<file path="config.mk">
export PLATFORM = sky130hd
export DESIGN_NAME = rx_frame_filter
export DESIGN_NICKNAME = d
export VERILOG_FILES = /design/src/rtl/rx_filt_pkg.sv /design/src/rtl/rx_frame_filter.sv
export SDC_FILE = /design/constraint.sdc
export NUM_CORES = 1
export LEC_CHECK = 0
export ABC_AREA = 0
export BUFFER_PORTS_ARGS = -buffer_cell sky130_fd_sc_hd__buf_2
export CAP_MARGIN = 40
export CORE_ASPECT_RATIO = 0.9
export CORE_MARGIN = 5
export CORE_UTILIZATION = 63
export CTS_BUF_LIST = sky130_fd_sc_hd__clkbuf_4
export DETAILED_ROUTE_END_ITERATION = 16
export GPL_TIMING_DRIVEN = 0
export PLACE_DENSITY = 0.83
export RECOVER_POWER = 25
export SLEW_MARGIN = 0
export SYNTH_ARGS = -nofsm -noshare
export SYNTH_HDL_FRONTEND = slang
export SYNTH_SLANG_ARGS = --single-unit
</file>
<file path="constraint.sdc">
create_clock -name SYS_CLK_I -period 4.6 [get_ports SYS_CLK_I]
set_input_delay 0.23 -clock SYS_CLK_I [delete_from_list [all_inputs] [get_ports SYS_CLK_I]]
set_output_delay 0.23 -clock SYS_CLK_I [all_outputs]
set_load 0.02 [all_outputs]
</file>
<file path="src/rtl/rx_filt_pkg.sv">
`default_nettype none
package rx_filt_pkg;
  // Timing
  localparam int unsigned CLK_MHZ        = 200;
  localparam int unsigned TURNAROUND_US  = 192;
  localparam int unsigned TURNAROUND_CYC = TURNAROUND_US * CLK_MHZ;

  // Register byte addresses
  localparam logic [7:0] ADR_CTRL   = 8'h00;
  localparam logic [7:0] ADR_DEMOD  = 8'h04;
  localparam logic [7:0] ADR_FILT0  = 8'h08;
  localparam logic [7:0] ADR_FILT1  = 8'h0c;
  localparam logic [7:0] ADR_PANID  = 8'h10;
  localparam logic [7:0] ADR_SHORT  = 8'h14;
  localparam logic [7:0] ADR_EXTLO  = 8'h18;
  localparam logic [7:0] ADR_EXTHI  = 8'h1c;
  localparam logic [7:0] ADR_STATUS = 8'h20;
  localparam logic [7:0] ADR_EVENT  = 8'h24;
  localparam logic [7:0] ADR_ROUTE  = 8'h28;

  // Field positions
  localparam int unsigned CTRL_RXEN_B  = 0;
  localparam int unsigned CTRL_SKIP_B  = 1;
  localparam int unsigned DEM_THR_LSB  = 0;
  localparam int unsigned DEM_PRE_LSB  = 8;
  localparam int unsigned F0_EN_B      = 0;
  localparam int unsigned F0_COORD_B   = 1;
  localparam int unsigned F0_MASK_LSB  = 2;
  localparam int unsigned F0_VER_LSB   = 5;
  localparam int unsigned F1_ACC_LSB   = 0;
  localparam int unsigned F1_OVR_LSB   = 5;
  localparam int unsigned EV_SFD_B     = 0;
  localparam int unsigned EV_ACC_B     = 1;

  // Reset values
  localparam logic       RST_RXEN  = 1'b0;
  localparam logic       RST_SKIP  = 1'b1;
  localparam logic [7:0] RST_THR   = 8'h14;
  localparam logic [3:0] RST_PRE   = 4'h0;
  localparam logic       RST_FEN   = 1'b1;
  localparam logic       RST_COORD = 1'b0;
  localparam logic [2:0] RST_MASK  = 3'h7;
  localparam logic [1:0] RST_VER   = 2'h3;
  localparam logic [4:0] RST_ACC   = 5'h0f;
  localparam logic [1:0] RST_OVR   = 2'h0;
  localparam logic [2:0] RST_ROUTE = 3'h1;

  // Frame constants
  localparam logic [15:0] BCAST     = 16'hffff;
  localparam logic [6:0]  LEN_MIN   = 7'h09;
  localparam logic [6:0]  LEN_ACK   = 7'h05;
  localparam logic [6:0]  HDR_BYTES = 7'h17;

  typedef enum logic [4:0] {
    ST_IDLE   = 5'b00001,
    ST_SEARCH = 5'b00010,
    ST_LEN    = 5'b00100,
    ST_BODY   = 5'b01000,
    ST_DROP   = 5'b10000
  } rx_state_t;
endpackage : rx_filt_pkg
`default_nettype wire

</file>
<file path="src/rtl/rx_frame_filter.sv">
// Operation
// - Receiver becomes ready 192 us after reception is enabled.
// - After a frame, SFD search is blanked 192 us unless turnaround skip cleared.
// - Preamble and SFD never reach the FIFO; storage starts at length byte.
// - Byte after SFD is the length; frame ends after that many bytes.
// - SFD accepted when correlation meets threshold, after required preamble symbols.
// - Filter disabled accepts all frames; enabled (default) applies every check.
// - Reject frames shorter than the minimum implied by address modes.
// - Frame control bits 9..7 masked by reserved mask must be zero.
// - Reject frames whose version exceeds the highest accepted version.
// - Reject frames using reserved addressing mode 1.
// - Present destination PAN must be local PAN or broadcast.
// - Short destination is local or broadcast; extended must match exactly.
// - Beacons need enable, length 9, no destination, source, PAN match.
// - Data frames need enable, length 9, an address, coordinator rules.
// - Ack frames need enable and length exactly 5.
// - Command frames follow data conditions with their own enable.
// - Reserved types need their enable (reset 0) and length 9.
// - Filter ignores length bit 7 and may override frame type MSB.
// - Rejected frames are consumed to their end before searching again.
// - Accept event only with filter on and no overflow or abort first.
// - Live SFD bit high from SFD until last byte or rejection.
// - Sticky SFD flag until software clears; routable to pin or groups.
`default_nettype none
module rx_frame_filter
  import rx_filt_pkg::*;
#(
  parameter int unsigned TURN_CYC = rx_filt_pkg::TURNAROUND_CYC
) (
  input  wire logic        SYS_CLK_I,
  input  wire logic        RST_N_I,
  input  wire logic        CYC_I,
  input  wire logic        STB_I,
  input  wire logic        WE_I,
  input  wire logic [7:0]  ADR_I,
  input  wire logic [3:0]  SEL_I,
  input  wire logic [31:0] DAT_I,
  output logic [31:0]      DAT_O,
  output logic             ACK_O,
  input  wire logic [7:0]  DM_CORR_I,
  input  wire logic        DM_SYM_VALID_I,
  input  wire logic        DM_PREAMBLE_I,
  input  wire logic        DM_SFD_I,
  input  wire logic        DM_BYTE_VALID_I,
  input  wire logic [7:0]  DM_BYTE_I,
  input  wire logic        OVERFLOW_I,
  input  wire logic        ABORT_I,
  output logic             FIFO_WE_O,
  output logic [7:0]       FIFO_DATA_O,
  output logic             FIFO_DISCARD_O,
  output logic             FRAME_ACCEPTED_O,
  output logic             SFD_LIVE_O,
  output logic             SFD_PIN_O,
  output logic             GROUP_A_O,
  output logic             GROUP_B_O,
  output logic             RX_READY_O
);
  import rx_filt_pkg::*;

  localparam logic [15:0] TURN_W = TURN_CYC[15:0];

  typedef logic [22:0][7:0] hdr_t;

  typedef struct packed {
    rx_state_t   st;
    logic [15:0] tcnt;
    logic [3:0]  pre_cnt;
    logic [7:0]  len_raw;
    logic [7:0]  rem;
    logic [6:0]  cnt;
    hdr_t        hdr;
    logic        decided;
    logic        ovf_seen;
    logic        rxen;
    logic        skip;
    logic [7:0]  thr;
    logic [3:0]  pre_req;
    logic        fen;
    logic        coord;
    logic [2:0]  mask;
    logic [1:0]  maxver;
    logic [4:0]  acc;
    logic [1:0]  ovr;
    logic [15:0] panid;
    logic [15:0] short_addr;
    logic [63:0] ext_addr;
    logic [2:0]  route;
    logic        sfd_flag;
    logic        acc_flag;
    logic        ack;
    logic [31:0] dat;
    logic        fifo_we;
    logic [7:0]  fifo_data;
    logic        discard;
    logic        acc_pulse;
    logic        sfd_live;
    logic        pin;
    logic        grp_a;
    logic        grp_b;
    logic        ready;
  } state_t;

  state_t s_ff;
  state_t nxt_s;

  function automatic logic [15:0] get16(input hdr_t h, input logic [4:0] i);
    get16 = {h[i + 5'd1], h[i]};
  endfunction : get16

  function automatic logic [31:0] merge(input logic [31:0] o, input logic [31:0] w,
                                        input logic [3:0] sel);
    for (int i = 0; i < 4; i++) begin
      merge[i*8 +: 8] = sel[i] ? w[i*8 +: 8] : o[i*8 +: 8];
    end
  endfunction : merge

  // Header parse; the MSB override affects only the filter's view
  logic [15:0] fcf;
  logic [2:0]  ftype;
  logic [1:0]  dmode;
  logic [1:0]  smode;
  logic [4:0]  dpanlen;
  logic [4:0]  dlen;
  logic [4:0]  spanlen;
  logic [4:0]  slen;
  logic [4:0]  spanoff;
  logic [4:0]  hlen;
  logic [6:0]  len7;
  logic [15:0] dpan;
  logic [15:0] span;
  logic [15:0] dshort;
  logic [63:0] dext;
  logic        ok_min;
  logic        ok_res;
  logic        ok_ver;
  logic        ok_mode;
  logic        ok_dpan;
  logic        ok_dadr;
  logic        ok_type;
  logic        addr_rule;
  logic        pass;
  logic        ready_dec;
  logic        accept_now;
  logic        reject_now;

  assign fcf     = {s_ff.hdr[1], s_ff.hdr[0]};
  assign dmode   = fcf[11:10];
  assign smode   = fcf[15:14];
  assign len7    = s_ff.len_raw[6:0];
  always_comb begin
    ftype = fcf[2:0];
    unique case (s_ff.ovr)
      2'h1:    ftype[2] = ~fcf[2];
      2'h2:    ftype[2] = 1'b0;
      2'h3:    ftype[2] = 1'b1;
      default: ftype[2] = fcf[2];
    endcase
  end
  assign dpanlen = (dmode != 2'h0) ? 5'd2 : 5'd0;
  assign dlen    = (dmode == 2'h3) ? 5'd8 : ((dmode == 2'h2) ? 5'd2 : 5'd0);
  assign slen    = (smode == 2'h3) ? 5'd8 : ((smode == 2'h2) ? 5'd2 : 5'd0);
  assign spanlen = (smode != 2'h0 && !(fcf[6] && dmode != 2'h0)) ? 5'd2 : 5'd0;
  assign spanoff = 5'd3 + dpanlen + dlen;
  assign hlen    = spanoff + spanlen + slen;
  assign dpan    = get16(s_ff.hdr, 5'd3);
  assign dshort  = get16(s_ff.hdr, 5'd5);
  assign span    = (spanlen != 5'd0) ? get16(s_ff.hdr, spanoff) : dpan;
  assign dext    = {s_ff.hdr[12], s_ff.hdr[11], s_ff.hdr[10], s_ff.hdr[9],
                    s_ff.hdr[8], s_ff.hdr[7], s_ff.hdr[6], s_ff.hdr[5]};

  assign ok_min  = {1'b0, len7} >= ({3'b000, hlen} + 8'd2);
  assign ok_res  = (fcf[9:7] & s_ff.mask) == 3'b000;
  assign ok_ver  = fcf[13:12] <= s_ff.maxver;
  assign ok_mode = dmode != 2'h1 && smode != 2'h1;
  assign ok_dpan = dmode == 2'h0 || dpan == s_ff.panid || dpan == BCAST;
  assign ok_dadr = (dmode == 2'h2) ? (dshort == s_ff.short_addr || dshort == BCAST) :
                   (dmode == 2'h3) ? (dext == s_ff.ext_addr) : 1'b1;
  assign addr_rule = (dmode != 2'h0 || smode != 2'h0) &&
                     (dmode != 2'h0 || (s_ff.coord && span == s_ff.panid));
  always_comb begin
    unique case (ftype)
      3'h0: ok_type = s_ff.acc[0] && len7 >= LEN_MIN && dmode == 2'h0 && smode[1] &&
                      (span == s_ff.panid || s_ff.panid == BCAST);
      3'h1: ok_type = s_ff.acc[1] && len7 >= LEN_MIN && addr_rule;
      3'h2: ok_type = s_ff.acc[2] && len7 == LEN_ACK;
      3'h3: ok_type = s_ff.acc[3] && len7 >= LEN_MIN && addr_rule;
      default: ok_type = s_ff.acc[4] && len7 >= LEN_MIN;
    endcase
  end
  assign pass = ok_min && ok_res && ok_ver && ok_mode && ok_dpan && ok_dadr && ok_type;
  assign ready_dec  = (s_ff.cnt >= 7'd2 && s_ff.cnt >= {2'b00, hlen}) || s_ff.rem == 8'h00;
  assign accept_now = s_ff.st == ST_BODY && !s_ff.decided && ready_dec &&
                      (!s_ff.fen || pass);
  assign reject_now = s_ff.st == ST_BODY && !s_ff.decided && ready_dec && s_ff.fen && !pass;

  logic        req;
  logic [7:0]  badr;
  logic [31:0] rd;
  logic [31:0] wv;

  assign req  = CYC_I && STB_I && !s_ff.ack;
  assign badr = {ADR_I[7:2], 2'b00};
  always_comb begin
    unique case (badr)
      ADR_CTRL:   rd = {30'h0, s_ff.skip, s_ff.rxen};
      ADR_DEMOD:  rd = {20'h0, s_ff.pre_req, s_ff.thr};
      ADR_FILT0:  rd = {25'h0, s_ff.maxver, s_ff.mask, s_ff.coord, s_ff.fen};
      ADR_FILT1:  rd = {25'h0, s_ff.ovr, s_ff.acc};
      ADR_PANID:  rd = {16'h0, s_ff.panid};
      ADR_SHORT:  rd = {16'h0, s_ff.short_addr};
      ADR_EXTLO:  rd = s_ff.ext_addr[31:0];
      ADR_EXTHI:  rd = s_ff.ext_addr[63:32];
      ADR_STATUS: rd = {28'h0, s_ff.st == ST_DROP, s_ff.st == ST_BODY || s_ff.st == ST_LEN,
                        RX_READY_O, s_ff.sfd_live};
      ADR_EVENT:  rd = {30'h0, s_ff.acc_flag, s_ff.sfd_flag};
      ADR_ROUTE:  rd = {29'h0, s_ff.route};
      default:    rd = 32'h0;
    endcase
  end
  assign wv = merge(rd, DAT_I, SEL_I);

  always_comb begin
    logic sfd_ok;
    logic frame_end;
    logic ev_clr_sfd;
    logic ev_clr_acc;
    nxt_s = s_ff;
    sfd_ok = 1'b0;
    frame_end = 1'b0;
    ev_clr_sfd = 1'b0;
    ev_clr_acc = 1'b0;
    nxt_s.fifo_we = 1'b0;
    nxt_s.discard = 1'b0;
    nxt_s.acc_pulse = 1'b0;
    nxt_s.ack = req;
    nxt_s.dat = req ? rd : 32'h0;
    if (req && WE_I) begin
      unique case (badr)
        ADR_CTRL: begin
          nxt_s.rxen = wv[CTRL_RXEN_B];
          nxt_s.skip = wv[CTRL_SKIP_B];
        end
        ADR_DEMOD: begin
          nxt_s.thr = wv[DEM_THR_LSB +: 8];
          nxt_s.pre_req = wv[DEM_PRE_LSB +: 4];
        end
        ADR_FILT0: begin
          nxt_s.fen = wv[F0_EN_B];
          nxt_s.coord = wv[F0_COORD_B];
          nxt_s.mask = wv[F0_MASK_LSB +: 3];
          nxt_s.maxver = wv[F0_VER_LSB +: 2];
        end
        ADR_FILT1: begin
          nxt_s.acc = wv[F1_ACC_LSB +: 5];
          nxt_s.ovr = wv[F1_OVR_LSB +: 2];
        end
        ADR_PANID: nxt_s.panid = wv[15:0];
        ADR_SHORT: nxt_s.short_addr = wv[15:0];
        ADR_EXTLO: nxt_s.ext_addr[31:0] = wv;
        ADR_EXTHI: nxt_s.ext_addr[63:32] = wv;
        ADR_EVENT: begin
          ev_clr_sfd = DAT_I[EV_SFD_B] && SEL_I[0];
          ev_clr_acc = DAT_I[EV_ACC_B] && SEL_I[0];
        end
        ADR_ROUTE: nxt_s.route = wv[2:0];
        default: ;
      endcase
    end

    if (s_ff.tcnt != 16'h0) begin
      nxt_s.tcnt = s_ff.tcnt - 16'h1;
    end

    unique case (s_ff.st)
      ST_IDLE: begin
        if (s_ff.rxen) begin
          nxt_s.st = ST_SEARCH;
          nxt_s.tcnt = TURN_W;
          nxt_s.pre_cnt = 4'h0;
        end
      end
      ST_SEARCH: begin
        if (DM_SYM_VALID_I) begin
          if (DM_PREAMBLE_I && DM_CORR_I >= s_ff.thr) begin
            nxt_s.pre_cnt = (s_ff.pre_cnt == 4'hf) ? 4'hf : s_ff.pre_cnt + 4'h1;
          end else begin
            nxt_s.pre_cnt = 4'h0;
          end
        end
        // Blanking reuses the warm-up counter, so both gate search alike
        sfd_ok = DM_SFD_I && s_ff.tcnt == 16'h0 && DM_CORR_I >= s_ff.thr &&
                 s_ff.pre_cnt >= s_ff.pre_req;
        if (!s_ff.rxen) begin
          nxt_s.st = ST_IDLE;
        end else if (sfd_ok) begin
          nxt_s.st = ST_LEN;
          nxt_s.sfd_live = 1'b1;
          nxt_s.pre_cnt = 4'h0;
        end
      end
      ST_LEN: begin
        if (DM_BYTE_VALID_I) begin
          nxt_s.len_raw = DM_BYTE_I;
          nxt_s.rem = DM_BYTE_I;
          nxt_s.cnt = 7'h0;
          nxt_s.decided = 1'b0;
          nxt_s.ovf_seen = 1'b0;
          nxt_s.fifo_we = 1'b1;
          nxt_s.fifo_data = DM_BYTE_I;
          nxt_s.st = ST_BODY;
        end
      end
      ST_BODY: begin
        if (DM_BYTE_VALID_I && s_ff.rem != 8'h00) begin
          if (s_ff.cnt < HDR_BYTES) begin
            nxt_s.hdr[s_ff.cnt[4:0]] = DM_BYTE_I;
          end
          nxt_s.cnt = (s_ff.cnt == 7'h7f) ? s_ff.cnt : s_ff.cnt + 7'h1;
          nxt_s.rem = s_ff.rem - 8'h1;
          nxt_s.fifo_we = 1'b1;
          nxt_s.fifo_data = DM_BYTE_I;
        end
        if (accept_now) begin
          nxt_s.decided = 1'b1;
          nxt_s.acc_pulse = s_ff.fen && !s_ff.ovf_seen && !OVERFLOW_I;
        end
        if (reject_now) begin
          nxt_s.sfd_live = 1'b0;
          nxt_s.discard = 1'b1;
          nxt_s.fifo_we = 1'b0;
          if (s_ff.rem == 8'h00) begin
            frame_end = 1'b1;
          end else begin
            nxt_s.st = ST_DROP;
          end
        end else if (s_ff.rem == 8'h00 && (s_ff.decided || accept_now)) begin
          frame_end = 1'b1;
        end
      end
      ST_DROP: begin
        if (DM_BYTE_VALID_I && s_ff.rem != 8'h00) begin
          nxt_s.rem = s_ff.rem - 8'h1;
        end
        if (s_ff.rem == 8'h00) begin
          frame_end = 1'b1;
        end
      end
      default: nxt_s.st = ST_IDLE;
    endcase

    if (OVERFLOW_I) begin
      nxt_s.ovf_seen = 1'b1;
    end
    // Abort ends the frame at once; no event may follow it
    if (ABORT_I && (s_ff.st == ST_LEN || s_ff.st == ST_BODY || s_ff.st == ST_DROP)) begin
      frame_end = 1'b1;
      nxt_s.acc_pulse = 1'b0;
      nxt_s.fifo_we = 1'b0;
    end
    if (frame_end) begin
      nxt_s.st = ST_SEARCH;
      nxt_s.sfd_live = 1'b0;
      nxt_s.tcnt = s_ff.skip ? TURN_W : 16'h0;
      nxt_s.pre_cnt = 4'h0;
    end

    // Set wins over a software clear in the same cycle
    nxt_s.sfd_flag = (s_ff.sfd_flag && !ev_clr_sfd) || sfd_ok;
    nxt_s.acc_flag = (s_ff.acc_flag && !ev_clr_acc) || nxt_s.acc_pulse;
    nxt_s.pin = nxt_s.sfd_flag && nxt_s.route[0];
    nxt_s.grp_a = nxt_s.sfd_flag && nxt_s.route[1];
    nxt_s.grp_b = nxt_s.sfd_flag && nxt_s.route[2];
    // Ready is registered from the next state so the pin needs no decode
    nxt_s.ready = nxt_s.st == ST_SEARCH && nxt_s.tcnt == 16'h0;
  end

  always_ff @(posedge SYS_CLK_I or negedge RST_N_I) begin
    if (!RST_N_I) begin
      s_ff <= '0;
      s_ff.st <= ST_IDLE;
      s_ff.rxen <= RST_RXEN;
      s_ff.skip <= RST_SKIP;
      s_ff.thr <= RST_THR;
      s_ff.pre_req <= RST_PRE;
      s_ff.fen <= RST_FEN;
      s_ff.coord <= RST_COORD;
      s_ff.mask <= RST_MASK;
      s_ff.maxver <= RST_VER;
      s_ff.acc <= RST_ACC;
      s_ff.ovr <= RST_OVR;
      s_ff.route <= RST_ROUTE;
      s_ff.decided <= 1'b1;
    end else begin
      s_ff <= nxt_s;
    end
  end

  assign DAT_O            = s_ff.dat;
  assign ACK_O            = s_ff.ack;
  assign FIFO_WE_O        = s_ff.fifo_we;
  assign FIFO_DATA_O      = s_ff.fifo_data;
  assign FIFO_DISCARD_O   = s_ff.discard;
  assign FRAME_ACCEPTED_O = s_ff.acc_pulse;
  assign SFD_LIVE_O       = s_ff.sfd_live;
  assign SFD_PIN_O        = s_ff.pin;
  assign GROUP_A_O        = s_ff.grp_a;
  assign GROUP_B_O        = s_ff.grp_b;
  assign RX_READY_O       = s_ff.ready;
endmodule : rx_frame_filter
`default_nettype wire

</file>
# [After elaboration in Yosys (flattened, before gate mapping)]
# Cells that the tools add are included.
[totals] in_bits=71 ff_bits=411 elab_cells=314 output_inout_bits=49
[op_classes] n_lt_le_gt_ge=12 n_eq_ne=47 bitwise_logic=2 addsub=10 reduce_logical=105 muxes=79
[ops] cell="one-hot mux 32 bit (11 select lines)" count=1
[ops] cell="2-to-1 mux 199 bit" count=1
[ops] cell="bitwise mux 184 bit" count=1
[ops] cell="2-to-1 mux 184 bit" count=1
[ops] cell="binary-select mux 8 bit (select 5 bit)" count=2
[ops] cell="== test 64 bit" count=1
[ops] cell="2-to-1 mux 16 bit" count=4
[ops] cell="2-to-1 mux 8 bit" count=8
[ops] cell="2-to-1 mux 25 bit" count=2
[ops] cell="== test 16 bit" count=3
[ops] cell="== test 16 bit, second input constant" count=3
[ops] cell="logical AND 1 bit" count=48
[ops] cell="demux 8 bit (select 5 bit)" count=1
[ops] cell="zero test 16 bit" count=2
[ops] cell="2-to-1 mux 32 bit" count=1
[ops] cell="2-to-1 mux 4 bit" count=7
[ops] cell="2-to-1 mux 5 bit" count=5
[ops] cell="one-hot mux 5 bit (5 select lines)" count=1
[ops] cell="== test 6 x 3 -> 1 bit, second input constant" count=4
[ops] cell="one-hot mux 8 bit (3 select lines)" count=1
[ops] cell="2-to-1 mux 1 bit" count=23
[ops] cell="AND reduction 2 bit" count=11
[ops] cell="== test 6 x 4 -> 1 bit, second input constant" count=3
[ops] cell="less-than comparator 5 x 6 -> 1 bit, second input constant" count=3
[ops] cell="other kinds (62)" count=118

# [Depth between registers and ports, before layout]
[depth] ltp_word=26 mapped_depth=18

# [Worst setup path before layout]
# No wires, ideal clock.
[synth_timing] path_kind="register -> register" startpoint="register (tool-made name)" endpoint="register s_ff[411] in the netlist's numbering" required_ns=4.480 n_path_buf=2 slack_ns=0.897 path_stages_with_launch=19 setup_time_ns=0.120 arrival_time_ns=3.582 synth_period_minus_slack_ns=3.703 path_cell_list="dfrtp_1 buf_6 nor2_1 inv_1 a21oi_1 fa_1 ha_1 fa_1 nand3_1 xnor2_1 ha_1 nor4_1 nor2_1 o2111ai_1 a211oi_1 and3_1 buf_1 o22ai_2 o211a_1"
[synth_rtl] element="end signal, assigned" line_no="rx_frame_filter.sv:394" text="s_ff <= nxt_s;"
[synth_rtl] element="end, declared" line_no="rx_frame_filter.sv:103" text="state_t s_ff;"

==> results_dict.tcl <==
set metrics [dict create \
    status "complete, but fails checks" \
    violations "max-capacitance violations, max-slew violations" \
    hold_slack_ns 0.0844 \
    drive_gt1_share_pct 26.1 \
    worst_ep_required_time_ns 5.19 \
    gp_congestion 0.984 \
    syn_avg_cell_area_um2 10.3 \
    initial_core_util_pct 63.7 \
    vias 14900 \
    placed_cell_area_mm2 0.0189 \
    period_share_pct 91.4 \
    antenna_found_initial 3 \
    ios 120 \
    arrival_ns 4.79 \
    synth_edf_count 0 \
    grt_pass1_wl_mm 83.8 \
    fillers 1967 \
    placed_cells 2206 \
    cts_buffer_depth 3 \
    yosysUniqueCellTypes 80 \
    syn_to_final_growth_pct 15.3 \
    synthTopCellsByArea "dfrtp_1 (45%), mux2_2 (10%), nand2_1 (6.2%)" \
    setup_viol 0 \
    powerDensity_mw_per_mm2 313 \
    leakagePower_nw 9.94 \
    synth_area_mm2 0.0177 \
    dieArea_mm2 0.0316 \
    core_area_mm2 0.0279 \
    dp.final_hpwl_mm 38.7 \
    irDropWorstVdd_mv 0.223 \
    fp-row-count 58 \
    cts_buffers 86 \
    design_area_mm2 0.0205 \
    yosysTopAreaCell "dfrtp_1" \
    port_buffers 114 \
    drtIter0Drc 1777 \
    htreeDepth 3 \
    synth.top_cell.area_share_pct 45.1 \
    rsz0062_at_grt "false" \
    synthTopCellsByCount "dfrtp_1 (320), nand2_1 (291), mux2_2 (163)" \
    final-instance-count-excl-fill 2406 \
    post-synth-top-count-cell "dfrtp_1" \
    worst_pin_slew_ns 2.85 \
    drt_wl_total_mm 53.3 \
    drt_pre_antenna_iters 6 \
    nets 2090 \
    cts_sinks 336 \
    ys_dominant_reg_cell "dfrtp_1" \
    dieHeight_um 169 \
    fin_skew_ns 0.0414 \
    synthesis.instances 1728 \
    clkTransAtPathRegs_ns 0.07 \
    drv_cap 1 \
    hold_path.class "in -> reg" \
    grt-ovfl-total 0 \
    cp_max_fo 10 \
    fmax_mhz 238 \
    routed_via_density 6.21 \
    yosys_warnings 0 \
    synth_seq_area_share_pct 47.5 \
    criticalPathCategory "reg -> reg" \
    die_x_um 187 \
    min_period_ns 4.21 \
    startpoint_type "flip-flop" \
    timing.slew.headroom_pct -89.8 \
    drc 0 \
    antenna_left 0 \
    track_usage_pct 33.5 \
    hold_viol_final 0 \
    drv_slew 112 \
    detail_route.wl_per_cell_um 22.1 \
    cts_setup_buffers 0 \
    insertion_delay_ns 0.73 \
    ys_seq_elements 336 \
    clockRootBuffer "clkbuf_4" \
    grt_pass1_vias 15100 \
    cp-end-kind "flip-flop" \
    cts_tree "yes" \
    synth-async-reset-ratio_pct 100 \
    synthesis.nets 1833 \
    grt_max_degree 124 \
]
==> critical path, cell delays in order (launching register included) <==
cell and delay, ns:
dfrtp_1 0.34, buf_6 0.17, nor2_4 0.09, inv_1 0.21, a21oi_2 0.16, fa_1 0.41, ha_1 0.20, fa_1 0.56
nand3_1 0.11, xnor2_1 0.15, ha_1 0.28, nor4_1 0.05, nor2_1 0.12, o2111ai_1 0.12, a211oi_1 0.24, and3_1 0.20
buf_1 0.26, o22ai_2 0.19, o211a_1 0.25
==> layer usage <==
| layer | share of wire [%] | up-vias | global-route usage (%) |
|---|---|---|---|
| met5 | 0.028 | - | 0 |
| li1 | - | 6583 | - |
| met4 | 3.2 | 2 | 12.1 |
| met1 | 41 | 7305 | 47.4 |
| met3 | 11 | 142 | 8.25 |
| met2 | 45 | 914 | 51.3 |
==> report_power, final <==
group,internal [mW],switching (mW),total [mW]
Combinational,0.226,0.357,0.583
Clock,1.41,1.24,2.65
Sequential,3.04,0.118,3.16
==> layout by cell type (no fill, tap or decap), drive strengths merged, types with 33 or more instances in the layout <==
master,Yosys,final
nand4,43,43
mux2,163,163
mux2i,33,33
buf,62,179
clkbuf,55,182
o21ai,81,81
nand2,291,291
dlygate4sd3,0,50
inv,54,56
xnor2,115,115
a21oi,48,48
dfrtp,320,320
a22oi,44,44
nor2,114,114
==> final timing paths <==
check,start,endpoint,slack (ns),cells after the start
max,flip-flop,s_ff[411],0.39,18
min,SEL_I[1],s_ff[63],0.08,6
max reg2reg,flip-flop,s_ff[411],0.39,18
min reg2reg,s_ff[178],s_ff[178],0.48,1
max in group asynchronous,RST_N_I,async pin,0.90,3
min in group asynchronous,RST_N_I,FIFO_DATA_O[6],0.94,2
==> metrics by stage <==
step / power, mW / setup slack, ns / utilization [%] / TNS [ns]
final: 6.39 / 0.394 / 73.4 / 0
after global routing: 6.64 / 0.0699 / 73.4 / 0
after CTS: 6.40 / 0.0314 / 73.4 / 0
after detailed placement: 3.75 / 0.0626 / 67.7 / 0
after global placement: 3.72 / -2.93 / 67.3 / -936.53
after floorplan: 3.50 / 0.897 / - / 0
==> area by class of cell <==
class,instances,area (µm²),share of cell area (%)
flip-flops and latches,336,8430,41.2
plain buffers,117,628,3.07
clock buffers,125,938,4.59
diodes,2,5.00,0.0245
multi-input cells,1221,8510,41.6
well taps,360,450,2.20
inverters,54,203,0.991
repair buffers,169,1130,5.52
clock inverters,22,169,0.826
==> kinds of logic after synthesis <==
logic type	after synthesis	synth area share (%)
flip-flops	336	47.5
multiplexers	206	13.5
XOR/XNOR	130	6.42
adder cells (fa/ha/maj)	34	2.48
AND/OR/NAND/NOR	589	15.7
AO/OA/AOI/OAI	262	9.67
buffers and inverters	171	4.68
==> timing repair <==
action | 4_1_cts | 5_1_grt
hold endpoints to repair | 191 | 0
hold buffers | 50 | 0
gates resized for setup | 0 | 3
setup endpoints to repair | 0 | 8
Power figures use the tool's default switching activity.
